<file path="src/rtl/iops_map.svh">
// iops_map.svh: timing constants and the ns-to-cycle conversion for the power-up sequencer
// assumes the includer works at the 200 MHz core clock
`ifndef IOPS_MAP_SVH
`define IOPS_MAP_SVH

`define IOPS_CLK_PERIOD_PS 5000
// variant A figures
`define IOPS_A_POR_SHORT_NS 12000000
`define IOPS_A_POR_LONG_NS 100000000
`define IOPS_A_ADD_INST_NS 33000
`define IOPS_A_ADD_DLY_NS 50000000
`define IOPS_A_CD_NS 600
`define IOPS_A_UM_NS 25000
`define IOPS_A_ST0_NS 800
`define IOPS_A_ST1_NS 100000
// variant B figures
`define IOPS_B_POR_SHORT_NS 2000000
`define IOPS_B_POR_LONG_NS 100000000
`define IOPS_B_ADD_INST_NS 4000000
`define IOPS_B_ADD_DLY_NS 50000000
`define IOPS_B_CD_NS 500
`define IOPS_B_UM_NS 6000
`define IOPS_B_ST0_NS 800
`define IOPS_B_ST1_NS 40000
// variant C figures
`define IOPS_C_POR_NS 5000
`define IOPS_C_ADD_INST_NS 0
`define IOPS_C_ADD_DLY_NS 50000000
`define IOPS_C_CD_NS 500
`define IOPS_C_UM_NS 2500
`define IOPS_C_ST0_NS 200
`define IOPS_C_ST1_NS 1000
// least time in ns to cycles, rounded up, never below one
// worked in 64 bits: the 100 ms figures in ps overflow a 32-bit int
`define IOPS_CYC(ns) int'((((64'(ns) * 64'd1000 + 64'(`IOPS_CLK_PERIOD_PS) - 64'd1) / \
  64'(`IOPS_CLK_PERIOD_PS)) < 64'd1) ? 64'd1 : ((64'(ns) * 64'd1000 + \
  64'(`IOPS_CLK_PERIOD_PS) - 64'd1) / 64'(`IOPS_CLK_PERIOD_PS)))

`endif

</file>
<file path="src/rtl/iops_pkg.sv">
// iops_pkg: types for the instant-on power-up sequencer
// assumes iops_map.svh carries the numbers
package iops_pkg;
  typedef enum logic [1:0] {
    IOPS_VAR_A = 2'h0,
    IOPS_VAR_B = 2'h1,
    IOPS_VAR_C = 2'h2
  } iops_variant_t;

  // sequencer states, one-hot
  typedef enum logic [5:0] {
    IOPS_ST_POR = 6'h01,
    IOPS_ST_HOLD = 6'h02,
    IOPS_ST_ADD = 6'h04,
    IOPS_ST_CD = 6'h08,
    IOPS_ST_UM = 6'h10,
    IOPS_ST_RUN = 6'h20
  } iops_state_t;

  // pin group toward the board controller
  typedef struct packed {
    logic status_n;
    logic config_done;
    logic chain_enable_out_n;
    logic init_complete;
  } iops_pins_t;
endpackage

</file>
<file path="src/rtl/iops_delay_cnt.sv">
// iops_delay_cnt: loadable down counter timing one sequencer phase
// assumes the caller loads a nonzero count and holds ce for running
`timescale 1ns/1ps
module iops_delay_cnt #(
  parameter int W = 32
) (
  input wire logic clk,
  input wire logic rst,
  input wire logic ce,
  input wire logic load,
  input wire logic [W-1:0] count,
  output logic expired
);
  logic [W-1:0] cnt_q;

  // load wins over counting so a phase change restarts timing cleanly
  always_ff @(posedge clk) begin
    if (rst) begin
      cnt_q <= '0;
    end else if (ce) begin
      if (load) begin
        cnt_q <= count;
      end else if (cnt_q != '0) begin
        cnt_q <= cnt_q - W'(1);
      end
    end
  end

  assign expired = (cnt_q == W'(1)) && !load;
endmodule // iops_delay_cnt

</file>
<file path="src/rtl/iops_pullup_ctrl.sv">
// iops_pullup_ctrl: weak pull-up enables for user and configuration pins
// assumes the pad ring applies the enables it gets
`timescale 1ns/1ps
module iops_pullup_ctrl #(
  parameter int DATA_W = 8
) (
  input wire logic clk,
  input wire logic rst,
  input wire logic ce,
  input wire logic init_phase,
  input wire logic weak_pullup_off,
  output logic user_io_pullup_en,
  output logic cfg_clk_pullup_en,
  output logic [DATA_W-1:0] cfg_data_pullup_en
);
  // user pull-ups live only while not yet in user mode
  always_ff @(posedge clk) begin
    if (rst) begin
      user_io_pullup_en <= 1'b1;
    end else if (ce) begin
      user_io_pullup_en <= init_phase && !weak_pullup_off;
    end
  end

  // config inputs always held high so floating pins stay defined
  always_ff @(posedge clk) begin
    if (rst) begin
      cfg_clk_pullup_en <= 1'b1;
    end else if (ce) begin
      cfg_clk_pullup_en <= 1'b1;
    end
  end

  genvar gi;
  generate
    for (gi = 0; gi < DATA_W; gi++) begin : g_data
      always_ff @(posedge clk) begin
        if (rst) begin
          cfg_data_pullup_en[gi] <= 1'b1;
        end else if (ce) begin
          cfg_data_pullup_en[gi] <= 1'b1;
        end
      end
    end
  endgenerate
endmodule // iops_pullup_ctrl

</file>
<file path="src/rtl/iops_sequencer.sv">
// iops_sequencer: instant-on power-up and restart sequencer
// assumes rst is the internal power-on reset and pins are synchronous to clk
`timescale 1ns/1ps
`include "iops_map.svh"
module iops_sequencer
  import iops_pkg::*;
#(
  parameter iops_variant_t VARIANT = IOPS_VAR_B,
  parameter bit DELAYED_MODE = 1'b0,
  parameter bit INIT_DONE_EN = 1'b1,
  parameter int DATA_W = 8,
  parameter int POR_SHORT_CYC = (VARIANT == IOPS_VAR_A) ? `IOPS_CYC(`IOPS_A_POR_SHORT_NS) :
    (VARIANT == IOPS_VAR_B) ? `IOPS_CYC(`IOPS_B_POR_SHORT_NS) : `IOPS_CYC(`IOPS_C_POR_NS),
  parameter int POR_LONG_CYC = (VARIANT == IOPS_VAR_A) ? `IOPS_CYC(`IOPS_A_POR_LONG_NS) :
    (VARIANT == IOPS_VAR_B) ? `IOPS_CYC(`IOPS_B_POR_LONG_NS) : `IOPS_CYC(`IOPS_C_POR_NS),
  parameter int ADD_CYC = DELAYED_MODE ?
    ((VARIANT == IOPS_VAR_A) ? `IOPS_CYC(`IOPS_A_ADD_DLY_NS) :
     (VARIANT == IOPS_VAR_B) ? `IOPS_CYC(`IOPS_B_ADD_DLY_NS) : `IOPS_CYC(`IOPS_C_ADD_DLY_NS)) :
    ((VARIANT == IOPS_VAR_A) ? `IOPS_CYC(`IOPS_A_ADD_INST_NS) :
     (VARIANT == IOPS_VAR_B) ? `IOPS_CYC(`IOPS_B_ADD_INST_NS) : `IOPS_CYC(`IOPS_C_ADD_INST_NS)),
  parameter int ST1_CYC = (VARIANT == IOPS_VAR_A) ? `IOPS_CYC(`IOPS_A_ST1_NS) :
    (VARIANT == IOPS_VAR_B) ? `IOPS_CYC(`IOPS_B_ST1_NS) : `IOPS_CYC(`IOPS_C_ST1_NS)
) (
  input wire logic clk,
  input wire logic rst,
  input wire logic ce,
  input wire logic config_restart_n,
  input wire logic chip_select_in_n,
  input wire logic por_delay_select,
  input wire logic weak_pullup_off,
  output iops_pins_t pins,
  output logic status_n_oe_n,
  output logic config_done_oe_n,
  output logic init_complete_oe_n,
  output logic ctl_pins_pullup_en,
  output logic user_io_pullup_en,
  output logic cfg_clk_pullup_en,
  output logic [DATA_W-1:0] cfg_data_pullup_en
);
  localparam int CW = 32;
  localparam int CD_CYC = (VARIANT == IOPS_VAR_A) ? `IOPS_CYC(`IOPS_A_CD_NS) :
    (VARIANT == IOPS_VAR_B) ? `IOPS_CYC(`IOPS_B_CD_NS) : `IOPS_CYC(`IOPS_C_CD_NS);
  localparam int UM_CYC = (VARIANT == IOPS_VAR_A) ? `IOPS_CYC(`IOPS_A_UM_NS) :
    (VARIANT == IOPS_VAR_B) ? `IOPS_CYC(`IOPS_B_UM_NS) : `IOPS_CYC(`IOPS_C_UM_NS);

  iops_state_t state_q, state_d;
  logic restart_q;
  logic load_q;
  logic [CW-1:0] load_cnt;
  logic expired;
  logic restart_fall;
  logic init_phase;

  // previous restart level, gives the falling edge
  always_ff @(posedge clk) begin
    if (rst) begin
      restart_q <= 1'b1;
    end else if (ce) begin
      restart_q <= config_restart_n;
    end
  end
  assign restart_fall = restart_q && !config_restart_n;

  // variant C has a single fixed delay, so the select pin is ignored there
  always_comb begin
    load_cnt = CW'(POR_SHORT_CYC);
    case (state_q)
      IOPS_ST_POR: begin
        if (VARIANT != IOPS_VAR_C && por_delay_select) begin
          load_cnt = CW'(POR_LONG_CYC);
        end
      end
      IOPS_ST_HOLD: load_cnt = CW'(ST1_CYC);
      IOPS_ST_ADD: load_cnt = CW'(ADD_CYC);
      IOPS_ST_CD: load_cnt = CW'(CD_CYC);
      IOPS_ST_UM: load_cnt = CW'(UM_CYC);
      default: load_cnt = CW'(1);
    endcase
  end

  iops_delay_cnt #(
    .W(CW)
  ) u_cnt (
    .clk(clk),
    .rst(rst),
    .ce(ce),
    .load(load_q),
    .count(load_cnt),
    .expired(expired)
  );

  // next state; a restart edge anywhere starts over
  always_comb begin
    state_d = state_q;
    case (state_q)
      IOPS_ST_POR: begin
        if (expired) begin
          state_d = config_restart_n ? IOPS_ST_ADD : IOPS_ST_HOLD;
        end
      end
      IOPS_ST_HOLD: begin
        // restart release time models the status_n release delay
        if (expired && config_restart_n) begin
          state_d = IOPS_ST_ADD;
        end
      end
      IOPS_ST_ADD: if (expired) state_d = IOPS_ST_CD;
      IOPS_ST_CD: if (expired) state_d = IOPS_ST_UM;
      IOPS_ST_UM: if (expired) state_d = IOPS_ST_RUN;
      IOPS_ST_RUN: state_d = IOPS_ST_RUN;
      default: state_d = IOPS_ST_POR;
    endcase
    if (restart_fall) begin
      state_d = IOPS_ST_HOLD;
    end
  end

  // sequence state and counter reload request
  always_ff @(posedge clk) begin
    if (rst) begin
      state_q <= IOPS_ST_POR;
      load_q <= 1'b1;
    end else if (ce) begin
      state_q <= state_d;
      load_q <= (state_d != state_q) || (state_q == IOPS_ST_HOLD && !config_restart_n);
    end
  end

  // status_n low while restart is asserted or holding; low within one edge
  always_ff @(posedge clk) begin
    if (rst) begin
      pins.status_n <= 1'b0;
      status_n_oe_n <= 1'b0;
    end else if (ce) begin
      pins.status_n <= !(state_d == IOPS_ST_POR || state_d == IOPS_ST_HOLD);
      status_n_oe_n <= (state_d == IOPS_ST_POR || state_d == IOPS_ST_HOLD);
    end
  end

  // done is open drain: pulled low until the added wait ends, then released
  always_ff @(posedge clk) begin
    if (rst) begin
      pins.config_done <= 1'b0;
      config_done_oe_n <= 1'b0;
      pins.chain_enable_out_n <= 1'b1;
    end else if (ce) begin
      pins.config_done <= (state_d == IOPS_ST_UM || state_d == IOPS_ST_RUN ||
                           state_d == IOPS_ST_CD && state_q == IOPS_ST_CD);
      config_done_oe_n <= (state_d == IOPS_ST_CD || state_d == IOPS_ST_UM ||
                           state_d == IOPS_ST_RUN);
      // chain enable follows done release, only when this device is selected
      pins.chain_enable_out_n <= !((state_d == IOPS_ST_CD || state_d == IOPS_ST_UM ||
                                    state_d == IOPS_ST_RUN) && !chip_select_in_n);
    end
  end

  // init_complete low from sequence start; rises after done has been high
  always_ff @(posedge clk) begin
    if (rst) begin
      pins.init_complete <= 1'b0;
      init_complete_oe_n <= 1'b0;
    end else if (ce) begin
      // when unused the pin is left undriven once out of reset (reset drives it low), a fixed build choice
      pins.init_complete <= INIT_DONE_EN && state_d == IOPS_ST_RUN &&
                            pins.config_done;
      init_complete_oe_n <= !INIT_DONE_EN || state_d == IOPS_ST_RUN;
    end
  end

  // control pins keep their weak pull-ups so they idle high
  always_ff @(posedge clk) begin
    if (rst) begin
      ctl_pins_pullup_en <= 1'b1;
    end else if (ce) begin
      ctl_pins_pullup_en <= 1'b1;
    end
  end

  assign init_phase = (state_q != IOPS_ST_RUN);

  iops_pullup_ctrl #(
    .DATA_W(DATA_W)
  ) u_pull (
    .clk(clk),
    .rst(rst),
    .ce(ce),
    .init_phase(init_phase),
    .weak_pullup_off(weak_pullup_off),
    .user_io_pullup_en(user_io_pullup_en),
    .cfg_clk_pullup_en(cfg_clk_pullup_en),
    .cfg_data_pullup_en(cfg_data_pullup_en)
  );
endmodule // iops_sequencer

</file>
<file path="config.mk">
export PLATFORM = sky130hd
export DESIGN_NAME = iops_sequencer
export DESIGN_NICKNAME = d
export VERILOG_FILES = /design/src/rtl/iops_pkg.sv /design/src/rtl/iops_delay_cnt.sv /design/src/rtl/iops_pullup_ctrl.sv /design/src/rtl/iops_sequencer.sv
export VERILOG_INCLUDE_DIRS = /design/src /design/src/rtl
export SDC_FILE = /design/constraint.sdc
export NUM_CORES = 1
export LEC_CHECK = 0
export BUFFER_PORTS_ARGS = -buffer_cell sky130_fd_sc_hd__buf_2
export CORE_MARGIN = 2
export CORE_UTILIZATION = 50
export CTS_CLUSTER_DIAMETER = 150
export DETAILED_ROUTE_END_ITERATION = 7
export PLACE_DENSITY = 0.75
export SLEW_MARGIN = 20
export SYNTH_ARGS = -nofsm -noshare
export SYNTH_HDL_FRONTEND = slang
export SYNTH_SLANG_ARGS = --single-unit
export TNS_END_PERCENT = 5
</file>
<file path="constraint.sdc">
create_clock -name clk -period 2.7 [get_ports clk]
set_input_delay 0.405 -clock clk [delete_from_list [all_inputs] [get_ports clk]]
set_output_delay 0.405 -clock clk [all_outputs]
set_load 0.03 [all_outputs]
</file>
==> results of run 1 <==
## power breakdown
group / switching, uW / total, uW / leakage [uW] / internal, uW
clock: 250 / 455 / 0.0000510 / 205
sequential: 58.0 / 806 / 0.000392 / 748
combinational: 339 / 540 / 0.000806 / 201
total: 647 / 1800 / 0.00125 / 1150
## final cells by class
class	count	area (um2)	area share (%)
Tap cell	75	93.84	2.834
Clock inverter	2	10.01	0.3023
Clock buffer	6	82.58	2.494
Timing Repair Buffer	29	182.7	5.518
Multi-Input combinational cell	324	1951	58.92
Inverter	8	30.03	0.9070
Sequential cell	48	960.9	29.02
## Yosys cell counts (all sizes together) (7+ instances only)
library cell,number
dfxtp,48
nand2,44
nor2,42
a21oi,36
o21ai,24
buf,22
clkbuf,18
nand3,16
nor4,15
nor3,13
xor2,12
a31oi,11
or4,11
nand4,10
or3,10
inv,7
## sequential cells by signal, indices dropped and copies added (netlist names)
| name | flops |
|---|---|
| u_cnt.cnt_q | 32 |
| state_q | 6 |
| pins | 4 |
| config_done_oe_n | 1 |
| init_complete_oe_n | 1 |
| load_q | 1 |
| restart_q | 1 |
| status_n_oe_n | 1 |
| u_pull.user_io_pullup_en | 1 |
## metal layers
metal,track usage [%],share of wire [%],up-vias
met5,0,0,-
met2,39.08,48,136
met1,30.41,44,1431
met4,8.048,1.6,0
li1,-,-,1502
met3,3.976,6.0,16
## stage by stage
stage	std cells	cell area, um2
4_1_cts	492	3311
3_3_place_gp	484	3218
2_1_floorplan	420	3176
3_5_place_dp	484	3218
5_1_grt	492	3311
6_report	492	3311
## worst max path at each step
stage	from	endpoint	slack [ns]	cells after the start
floorplan	u_cnt.cnt_q[7]	state_q[2]	0.26	8
global placement	u_cnt.cnt_q[7]	state_q[2]	0.25	6
detailed placement	u_cnt.cnt_q[7]	state_q[2]	0.17	6
CTS	u_cnt.cnt_q[7]	state_q[2]	0.16	6
global route	u_cnt.cnt_q[7]	state_q[2]	0.02	6
finish	u_cnt.cnt_q[7]	state_q[2]	0.17	6
## critical path, stage by stage (launching register included)
cell     delay, ns
dfxtp_1       0.38
or4_4         0.57
nor4b_4       0.40
and4_1        0.31
mux2_4        0.33
or3_1         0.32
a21oi_1       0.15
## cell families after synthesis
kind of cell	count (synthesis)	share of synthesized area, %
flops	48	30.59
other cells	1	0.1194
compound gates	108	21.74
buf+inv	48	8.403
simple gates	185	32.62
xor+xnor	14	3.903
mux	4	1.434
fa+ha+maj	3	1.195
==> PnR_summary.wiki, run 1 <==
{| class="wikitable"
! Metric !! Value
|-
| Number of buffers inserted by port buffering || 14
|-
| Post-synthesis register bit count || 48
|-
| Share of cells above drive strength 1 || around an eighth
|-
| Mean Syn Cell Area || approximately 7.6 um2
|-
| I/O pin cnt || 25
|-
| Clock transition at the registers of the reported paths || about 0.09 ns
|-
| Quantity of gates resized following cts || 0
|-
| Maximum VDD drop || between 200 and 300 uV
|-
| Number of global-route vias before repair || roughly 2,800
|-
| Syn-to-layout area delta || 5.377%
|-
| Post-route antenna net violation count || 0
|-
| Synth Flop Type || dfxtp_1
|-
| Unique cell type count in the Yosys netlist || between 50 and 60
|-
| Number of clock sinks seen by CTS || 48
|-
| Worst clock skew || 0.007446 ns
|-
| Fin worst setup slack || approximately 0.17 ns
|-
| Pre-CTS WS || between 0.15 and 0.2 ns
|-
| Leading cell types in the layout, fill and taps excluded || dfxtp_1, nand2_1, nor2_1
|-
| Most common cell after layout, fill and taps aside || dfxtp_1
|-
| Status || completed
|-
| Static leakage power || ~0.0012 uW
|-
| Top fanout value on the critical path || 8
|-
| Top post-synthesis cells by area || dfxtp_1, a21oi_1, nand2_1, nor2_1, o21ai_0
|-
| Worst r2r src || u_cnt.cnt_q[7]
|-
| R2r endpoint || state_q[2]
|-
| Detail-routed via count per cell || ~6.3
|-
| Crit path required time || between 2 and 3 ns
|-
| Depth of the worst hold-timing path || 2
|-
| Power Density || between 500 and 600 nW/um2
|-
| Number of antenna violations at the first check in global routing || 0
|-
| Critical path data arrival time || around 2.8 ns
|-
| Logic depth of the worst register-to-register path || 6
|-
| Netlist area before placement || 3142 um2
|-
| Number of buffers created by CTS || 5
|-
| Launch instance of the worst min-delay path || chip_select_in_n
|-
| Largest net degree at the start of global routing || 33
|-
| Via Count || between 3,000 and 4,000
|-
| Bufs on Longest Clock Path || 2
|-
| Share of the synthesized area in the top cell type || a little under a third
|-
| Endpoint with the worst hold slack || pins[1]
|-
| Total Routed Length || around 8.2 mm
|-
| Worst-skew pair later-pin latency || approximately 0.30 ns
|-
| Share of the clock period used by the worst path after layout || between 90% and 100%
|-
| Max-Slew Margin vs Limit || about three fifths
|-
| First drt pass iteration count || 5
|-
| Final critical path time including I/O delays and setup || between 2 and 3 ns
|-
| Max Fclk || a little under 400 MHz
|-
| Core Area || between 5000 and 6000 um2
|-
| Fill cell total of the finished layout || approximately 570
|-
| Crit end category || flop
|-
| Worst reg-to-reg setup slack || around 0.17 ns
|-
| Share of async-settable or async-resettable flops after synthesis || 0%
|-
| Post-route setup TNS || 0 ns
|-
| Transition time at the pin with the least slew margin || between 0.5 and 0.6 ns
|-
| Number of enable-type register cells in the synthesized netlist || 0
|-
| Die boundary width || roughly 83 um
|-
| Final total power || roughly 1800 uW
|-
| Standard-cell rows || 28
|-
| Placer congestion estimate || roughly 0.95
|-
| Hold-fix buffer count after cts || 0
|-
| Iter 0 DRT Violations || 303
|-
| Global-route congestion overflow total || 0
|-
| Number of warnings printed during yosys synthesis || 0
|-
| Element type at the critical path start || flop
|-
| H-tree depth reported by CTS || 2
|-
| Slew Limit Fails || 0
|-
| Worst hold slack across all endpoints || 0.3166 ns
|-
| Initial standard-cell utilization of the core || 52.44%
|-
| Share of the core filled with cells || between 50 and 60%
|-
| Nets@finish || ~430
|-
| Overall track demand over capacity in global routing || 23.40%
|-
| Die ar. || 6934 um2
|-
| Number of post-CTS setup repair buffers || 0
|-
| Portion of the post-synthesis area used by sequential elements || around 31%
|-
| Path type of the worst setup path || reg2reg
|-
| Path class of the lowest-slack min-delay path || in2reg
|-
| # setup viols final || 0
|-
| First-pass GRT wire length || approximately 14 mm
|-
| Post-synthesis cell type with the largest combined area || dfxtp_1
|-
| Post-DR wirelength/cell || about 17 um
|-
| Diodes inserted || 0
|-
| Clock tree root buffer cell || clkbuf_8
|-
| Max-Cap Viols || 0
|-
| Unrepaired setup endpoints after global routing || no
|-
| Remaining DRCs || 0
|-
| Die outline height || ~83 um
|-
| Syn Inst Count || between 400 and 500
|-
| Dpl hpwl || slightly below 6 mm
|-
| CTS tree || yes
|-
| Final Hold Vio Count || 0
|}
(Power assumes the default switching activity.)
==> run 2, diff against run 1 <==
- ABC_AREA: default -> 1
==> PnR_summary.wiki, run 2 <==
{| class="wikitable"
! Metric !! Value
|-
| # setup viols final || 0
|-
| Commonest cells post-synth || nand2_1, nor2_1, inv_1
|-
| CTS tree || yes
|-
| Syn-to-layout area delta || 4.954%
|-
| Overall track demand over capacity in global routing || between 20% and 30%
|-
| Slowest cell on the critical path || dfxtp_1
|-
| Global-route congestion overflow total || 0
|-
| Largest net degree at the start of global routing || 27
|-
| Post-synthesis register bit count || 48
|-
| Worst r2r src || load_q
|-
| Leading cell types in the layout, fill and taps excluded || nand2_1, nor2_1, inv_1
|-
| Number of buffers created by CTS || 5
|-
| Crit-path leading delay family || simple AND/OR/NAND/NOR gates
|-
| Share of the clock period used by the worst path after layout || approximately three quarters
|-
| Logic depth of the worst register-to-register path || 14
|-
| Portion of the post-synthesis area used by sequential elements || around 29%
|-
| Number of enable-type register cells in the synthesized netlist || 0
|-
| Fin worst setup slack || 0.6402 ns
|-
| Die ar. || 7230 um2
|-
| Pre-CTS WS || approximately 0.66 ns
|-
| Netlist area before placement || 3283 um2
|-
| Post-synthesis cell type with the largest combined area || dfxtp_1
|-
| Final total power || ~1700 uW
|-
| Total Routed Length || about 7.6 mm
|-
| Placer congestion estimate || ~0.92
|-
| Count of placed standard cells in the final layout, fillers left out || 561
|-
| Critical path data arrival time || 2.27 ns
|-
| H-tree depth reported by CTS || 2
|-
| Number of post-CTS setup repair buffers || 0
|-
| Quantity of gates resized following cts || 0
|-
| Iter 0 DRT Violations || 171
|-
| Diodes inserted || 0
|-
| Clock transition at the registers of the reported paths || 0.09 ns
|-
| Share of the synthesized area in the top cell type || 29.27%
|-
| Clock tree root buffer cell || clkbuf_8
|-
| First-pass GRT wire length || between 10 and 15 mm
|-
| Max Fclk || 485.5 MHz
|-
| Crit path buffers/inverters || 1
|-
| Post-DR wirelength/cell || between 10 and 15 um
|-
| Number of warnings printed during yosys synthesis || 0
|-
| Bufs on Longest Clock Path || 2
|-
| Nets@finish || a little under 500
|-
| Top-count cell post-synth || nand2_1
|-
| Crit end category || flop
|-
| Register with the most flip-flops || u_cnt.cnt_q
|-
| Worst-skew pair later-pin latency || between 0.3 and 0.4 ns
|-
| Number of global-route vias before repair || about 2,700
|-
| Post-route antenna net violation count || 0
|-
| Critical path, cell by cell || inv_2, nand2_1, nor2_2, nand2_4, nor2_8, nand3_1, nand2_1, nand2_1, nand2_1, nand3_1, nor2_1, nand3_1, nand2_1, nand2_1
|-
| Core Area || about 6300 um2
|-
| Number of cells after detailed placement || 554
|-
| Power Density || ~500 nW/um2
|-
| Number of clock sinks seen by CTS || 48
|-
| I/O pin cnt || 25
|-
| Slew Limit Fails || 0
|-
| Maximum VDD drop || between 200 and 300 uV
|-
| Dpl hpwl || 5.585 mm
|-
| Share of cells above drive strength 1 || between 20% and 30%
|-
| First drt pass iteration count || 5
|-
| Share of the core filled with cells || a little over half
|-
| Worst clock skew || just under 0.01 ns
|-
| Biggest registers after layout || u_cnt.cnt_q: 32 flops, state_q: 6 flops, pins: 4 flops
|-
| Launch instance of the worst min-delay path || weak_pullup_off
|-
| Path type of the worst setup path || reg2reg
|-
| Die boundary width || ~85 um
|-
| Die outline height || 85.03 um
|-
| Via Count || roughly 3,000
|-
| Number of antenna violations at the first check in global routing || 0
|-
| Number of buffers inserted by port buffering || 14
|-
| Worst reg-to-reg setup slack || between 0.6 and 0.7 ns
|-
| Max-Cap Viols || 0
|-
| Hold-fix buffer count after cts || 0
|-
| Top post-synthesis cells by area || dfxtp_1, nand2_1, nor2_1, inv_1, a21oi_1
|-
| Share of async-settable or async-resettable flops after synthesis || 0%
|-
| Fill cell total of the finished layout || 624
|-
| R2r endpoint || load_q
|-
| Synth Flop Type || dfxtp_1
|-
| Number of flip-flops under the largest register name || 32
|-
| Element type at the critical path start || flop
|-
| Path class of the lowest-slack min-delay path || in2reg
|-
| Final critical path time including I/O delays and setup || roughly 2 ns
|-
| Static leakage power || 0.001590 uW
|-
| Initial standard-cell utilization of the core || roughly half
|-
| Crit path required time || slightly below 3 ns
|-
| Top fanout value on the critical path || 12
|-
| Depth of the worst hold-timing path || 2
|-
| Delay of the slowest critical-path stage || approximately 0.46 ns
|-
| Final Hold Vio Count || 0
|-
| Unique cell type count in the Yosys netlist || 45
|-
| Unrepaired setup endpoints after global routing || no
|-
| Mean Syn Cell Area || around 6.9 um2
|-
| Capturing instance or port of the critical path || load_q
|-
| Dominant cell type by count on the critical path || nand2_1
|-
| Remaining DRCs || 0
|-
| Status || completed
|-
| Instance count on the critical path || 14
|-
| Most common cell after layout, fill and taps aside || nand2_1
|-
| Detail-routed via count per cell || 5.364
|-
| Standard-cell rows || 29
|-
| Post-route setup TNS || 0 ns
|-
| Syn Inst Count || between 400 and 500
|-
| Critical Path Start || load_q
|}
run 2: cell count changes after synthesis, sizes merged, moves of 11 or more:
| cell | previous run | this run |
|---|---|---|
| inv | 7 | 64 |
| clkbuf | 18 | 6 |
| or4 | 11 | 0 |
| o21ai | 24 | 46 |
| nand2 | 44 | 95 |
| nor2 | 42 | 74 |
| nand3 | 16 | 27 |
| nor4 | 15 | 1 |
run 2: how the worst min path moves through the flow:
stage	end
2_1_floorplan	u_cnt.cnt_q[30]
3_3_place_gp	restart_q
3_5_place_dp	u_cnt.cnt_q[31]
4_1_cts	u_pull.user_io_pullup_en
5_1_grt	u_pull.user_io_pullup_en
6_report	u_pull.user_io_pullup_en
run 2: power breakdown:
part / internal, uW / total, uW / leakage [uW] / switching, uW
combinational: 143 / 474 / 0.00115 / 330
sequential: 745 / 791 / 0.000393 / 46.0
clock: 205 / 461 / 0.0000473 / 256
run 2: cells by family after synthesis:
kind of cell	Yosys count	synth area share, %
AO/OA/AOI/OAI	105	19.17
XOR/XNOR	7	1.867
adder cells (fa/ha/maj)	3	1.143
buffers and inverters	89	12.16
flip-flops	48	29.27
other	1	0.1142
AND/OR/NAND/NOR	222	36.28
run 2: final cells by class:
cell class                      count  area (um2)  share of cell area [%]
Multi-Input combinational cell    347        1957                   56.79
Sequential cell                    48       960.9                   27.89
Inverter                           66       255.2                   7.407
Tap cell                           77       96.34                   2.796
Timing Repair Buffer               16       85.08                   2.469
Clock buffer                        6       82.58                   2.397
Clock inverter                      1       8.758                  0.2542
run 2: worst register-to-register path, delay by kind of cell (launching register included):
kind	cells	cell delay [ns]
buffers and inverters	1	0.20
flip-flops	1	0.46
AND/OR/NAND/NOR	13	1.30
run 2: per-stage QoR:
| stage | hold WS [ns] | cell area [um2] |
|---|---|---|
| 2_1_floorplan | 0.4292 | 3317 |
| 3_3_place_gp | 0.4472 | 3354 |
| 3_5_place_dp | 0.4480 | 3354 |
| 4_1_cts | 0.2725 | 3446 |
| 5_1_grt | 0.2917 | 3446 |
| 6_report | 0.2747 | 3446 |
run 2: routing by layer:
| layer | track usage [%] | part of all wire [%] |
|---|---|---|
| met5 | 0 | 0 |
| met4 | 5.916 | 1.1 |
| met3 | 2.626 | 3.7 |
| met2 | 36.01 | 47 |
| met1 | 30.52 | 48 |
==> run 3, diff against run 2 <==
- ABC_AREA: 1 -> 0
- clock period: 2.7 -> 2 ns (I/O delays scaled with it)
==> PnR_summary.wiki, run 3 (synthesis gave the netlist of run 1 again) <==
{| class="wikitable"
! Metric !! Value
|-
| Hold-fix buffer count after cts || 0
|-
| Number of cells after detailed placement || about 570
|-
| Total Routed Length || 9.491 mm
|-
| CTS tree || yes
|-
| Worst clock skew || between 0.008 and 0.009 ns
|-
| H-tree depth reported by CTS || 2
|-
| Top fanout value on the critical path || 8
|-
| Element type at the critical path start || flop
|-
| Critical path data arrival time || ~2.6 ns
|-
| Path class of the lowest-slack min-delay path || in2reg
|-
| First drt pass iteration count || 5
|-
| Share of the core filled with cells || 68.94%
|-
| Crit path buffers/inverters || 1
|-
| Maximum VDD drop || 374.5 uV
|-
| Dominant cell type by count on the critical path || or4_4
|-
| Largest net degree at the start of global routing || 34
|-
| Max Fclk || 430.6 MHz
|-
| Path type of the worst setup path || reg2reg
|-
| Number of clock sinks seen by CTS || 48
|-
| Via Count || roughly 3,400
|-
| Final Hold Vio Count || 0
|-
| Number of global-route vias before repair || 3,353
|-
| Diodes inserted || 0
|-
| Nets@finish || between 500 and 600
|-
| Fill cell total of the finished layout || about 480
|-
| Placer congestion estimate || ~0.94
|-
| Standard-cell rows || 28
|-
| Slowest cell on the critical path || or4_4
|-
| Register with the most flip-flops || u_cnt.cnt_q
|-
| Slew Limit Fails || 0
|-
| Static leakage power || approximately 0.0017 uW
|-
| Number of buffers created by CTS || 5
|-
| Biggest registers after layout || u_cnt.cnt_q: 32 flops, state_q: 6 flops, pins: 4 flops
|-
| Crit path required time || ~2.3 ns
|-
| Clock transition at the registers of the reported paths || around 0.09 ns
|-
| Unrepaired setup endpoints after global routing || yes
|-
| First-pass GRT wire length || between 15 and 20 mm
|-
| Share of the clock period used by the worst path after layout || 116.1%
|-
| Die outline height || 83.27 um
|-
| # setup viols final || 46
|-
| Number of flip-flops under the largest register name || 32
|-
| Delay of the slowest critical-path stage || about 0.54 ns
|-
| I/O pin cnt || 25
|-
| Crit end category || flop
|-
| Power Density || approximately 690 nW/um2
|-
| Core Area || around 6000 um2
|-
| Status || complete, but fails checks
|-
| Crit-path leading delay family || simple AND/OR/NAND/NOR gates
|-
| Most common cell after layout, fill and taps aside || buf_4
|-
| Critical path, cell by cell || or4_4, or4_4, buf_6, nor2_4, nand4_4, or4_1, a21oi_1
|-
| Violated checks || setup timing
|-
| Final total power || about 2900 uW
|-
| Final critical path time including I/O delays and setup || between 2 and 2.5 ns
|-
| Detail-routed via count per cell || 5.951
|-
| Overall track demand over capacity in global routing || a little over a quarter
|-
| Iter 0 DRT Violations || approximately 300
|-
| Dpl hpwl || approximately 6.8 mm
|-
| Syn-to-layout area delta || 31.46%
|-
| Die boundary width || between 80 and 90 um
|-
| Clock tree root buffer cell || clkbuf_8
|-
| Worst-skew pair later-pin latency || 0.31 ns
|-
| Count of placed standard cells in the final layout, fillers left out || roughly 580
|-
| Share of cells above drive strength 1 || around a third
|-
| Remaining DRCs || 0
|-
| Max-Cap Viols || 0
|-
| Post-route antenna net violation count || 0
|-
| Post-DR wirelength/cell || about 16 um
|-
| Bufs on Longest Clock Path || 2
|-
| Fin worst setup slack || -0.3224 ns
|-
| Number of buffers inserted by port buffering || 14
|-
| Global-route congestion overflow total || 0
|-
| Leading cell types in the layout, fill and taps excluded || buf_4, dfxtp_1, nand2_1
|-
| Die ar. || around 6900 um2
|-
| Initial standard-cell utilization of the core || between 50% and 60%
|-
| Number of antenna violations at the first check in global routing || 0
|}
==> run 3: cell types whose count changed in the layout (fill, tap and decap cells not counted), sizes merged, moves of 14 or more <==
cell,delta
nor4,+14
o21ai,-22
inv,-57
buf,+97
nand2,-51
nor2,-32
==> run 3: cell type report <==
cell class / instances / area, um2 / share of cell area, %
flip-flops and latches: 48 / 964.7 / 23.36
multi-input cells: 324 / 2086 / 50.50
clock inverters: 3 / 42.54 / 1.030
inverters: 8 / 30.03 / 0.7271
well taps: 75 / 93.84 / 2.272
clock buffers: 5 / 68.82 / 1.666
repair buffers: 113 / 844.6 / 20.45
==> run 3: metal layers <==
layer  GRT usage [%]  wire length, um  up-vias
met5               0                0        -
met4           11.33              290        0
met3           4.473              462       29
met1           32.86             4135     1613
met2           45.45             4602      131
li1                -                -     1655
==> run 3: what timing repair did <==
item,4_1_cts,5_1_grt
pin swaps,19,10
gates resized for setup,20,12
setup buffers,0,2
hold endpoints to repair,0,0
setup endpoints to repair,46,46
==> run 3: worst paths after layout <==
kind | startpoint | to | slack (ns) | cells after the start
worst max-delay path | u_cnt.cnt_q[0] | u_cnt.cnt_q[27] | -0.32 | 7
worst max register to register | u_cnt.cnt_q[0] | u_cnt.cnt_q[27] | -0.32 | 7
worst min register to register | pins[0] | pins[0] | 0.46 | 2
worst min-delay path | chip_select_in_n | pins[1] | 0.22 | 2
==> run 3: metrics by stage <==
step / worst slack (ns) / instance area (um2) / hold WS [ns] / setup TNS, ns
detailed placement: -0.2787 / 3867 / 0.4521 / -6.793
CTS: -0.2904 / 4058 / 0.2172 / -7.013
global route: -0.3878 / 4130 / 0.2263 / -12.10
global placement: -0.2494 / 3867 / 0.4517 / -5.495
finish: -0.3224 / 4130 / 0.2185 / -8.075
floorplan: -0.3583 / 3201 / 0.4362 / -4.535
==> run 3: power breakdown <==
part	switching (uW)	internal, uW	leakage, uW
Clock	349	370	0.0000541
Sequential	49.2	1010	0.000393
Combinational	590	494	0.00126
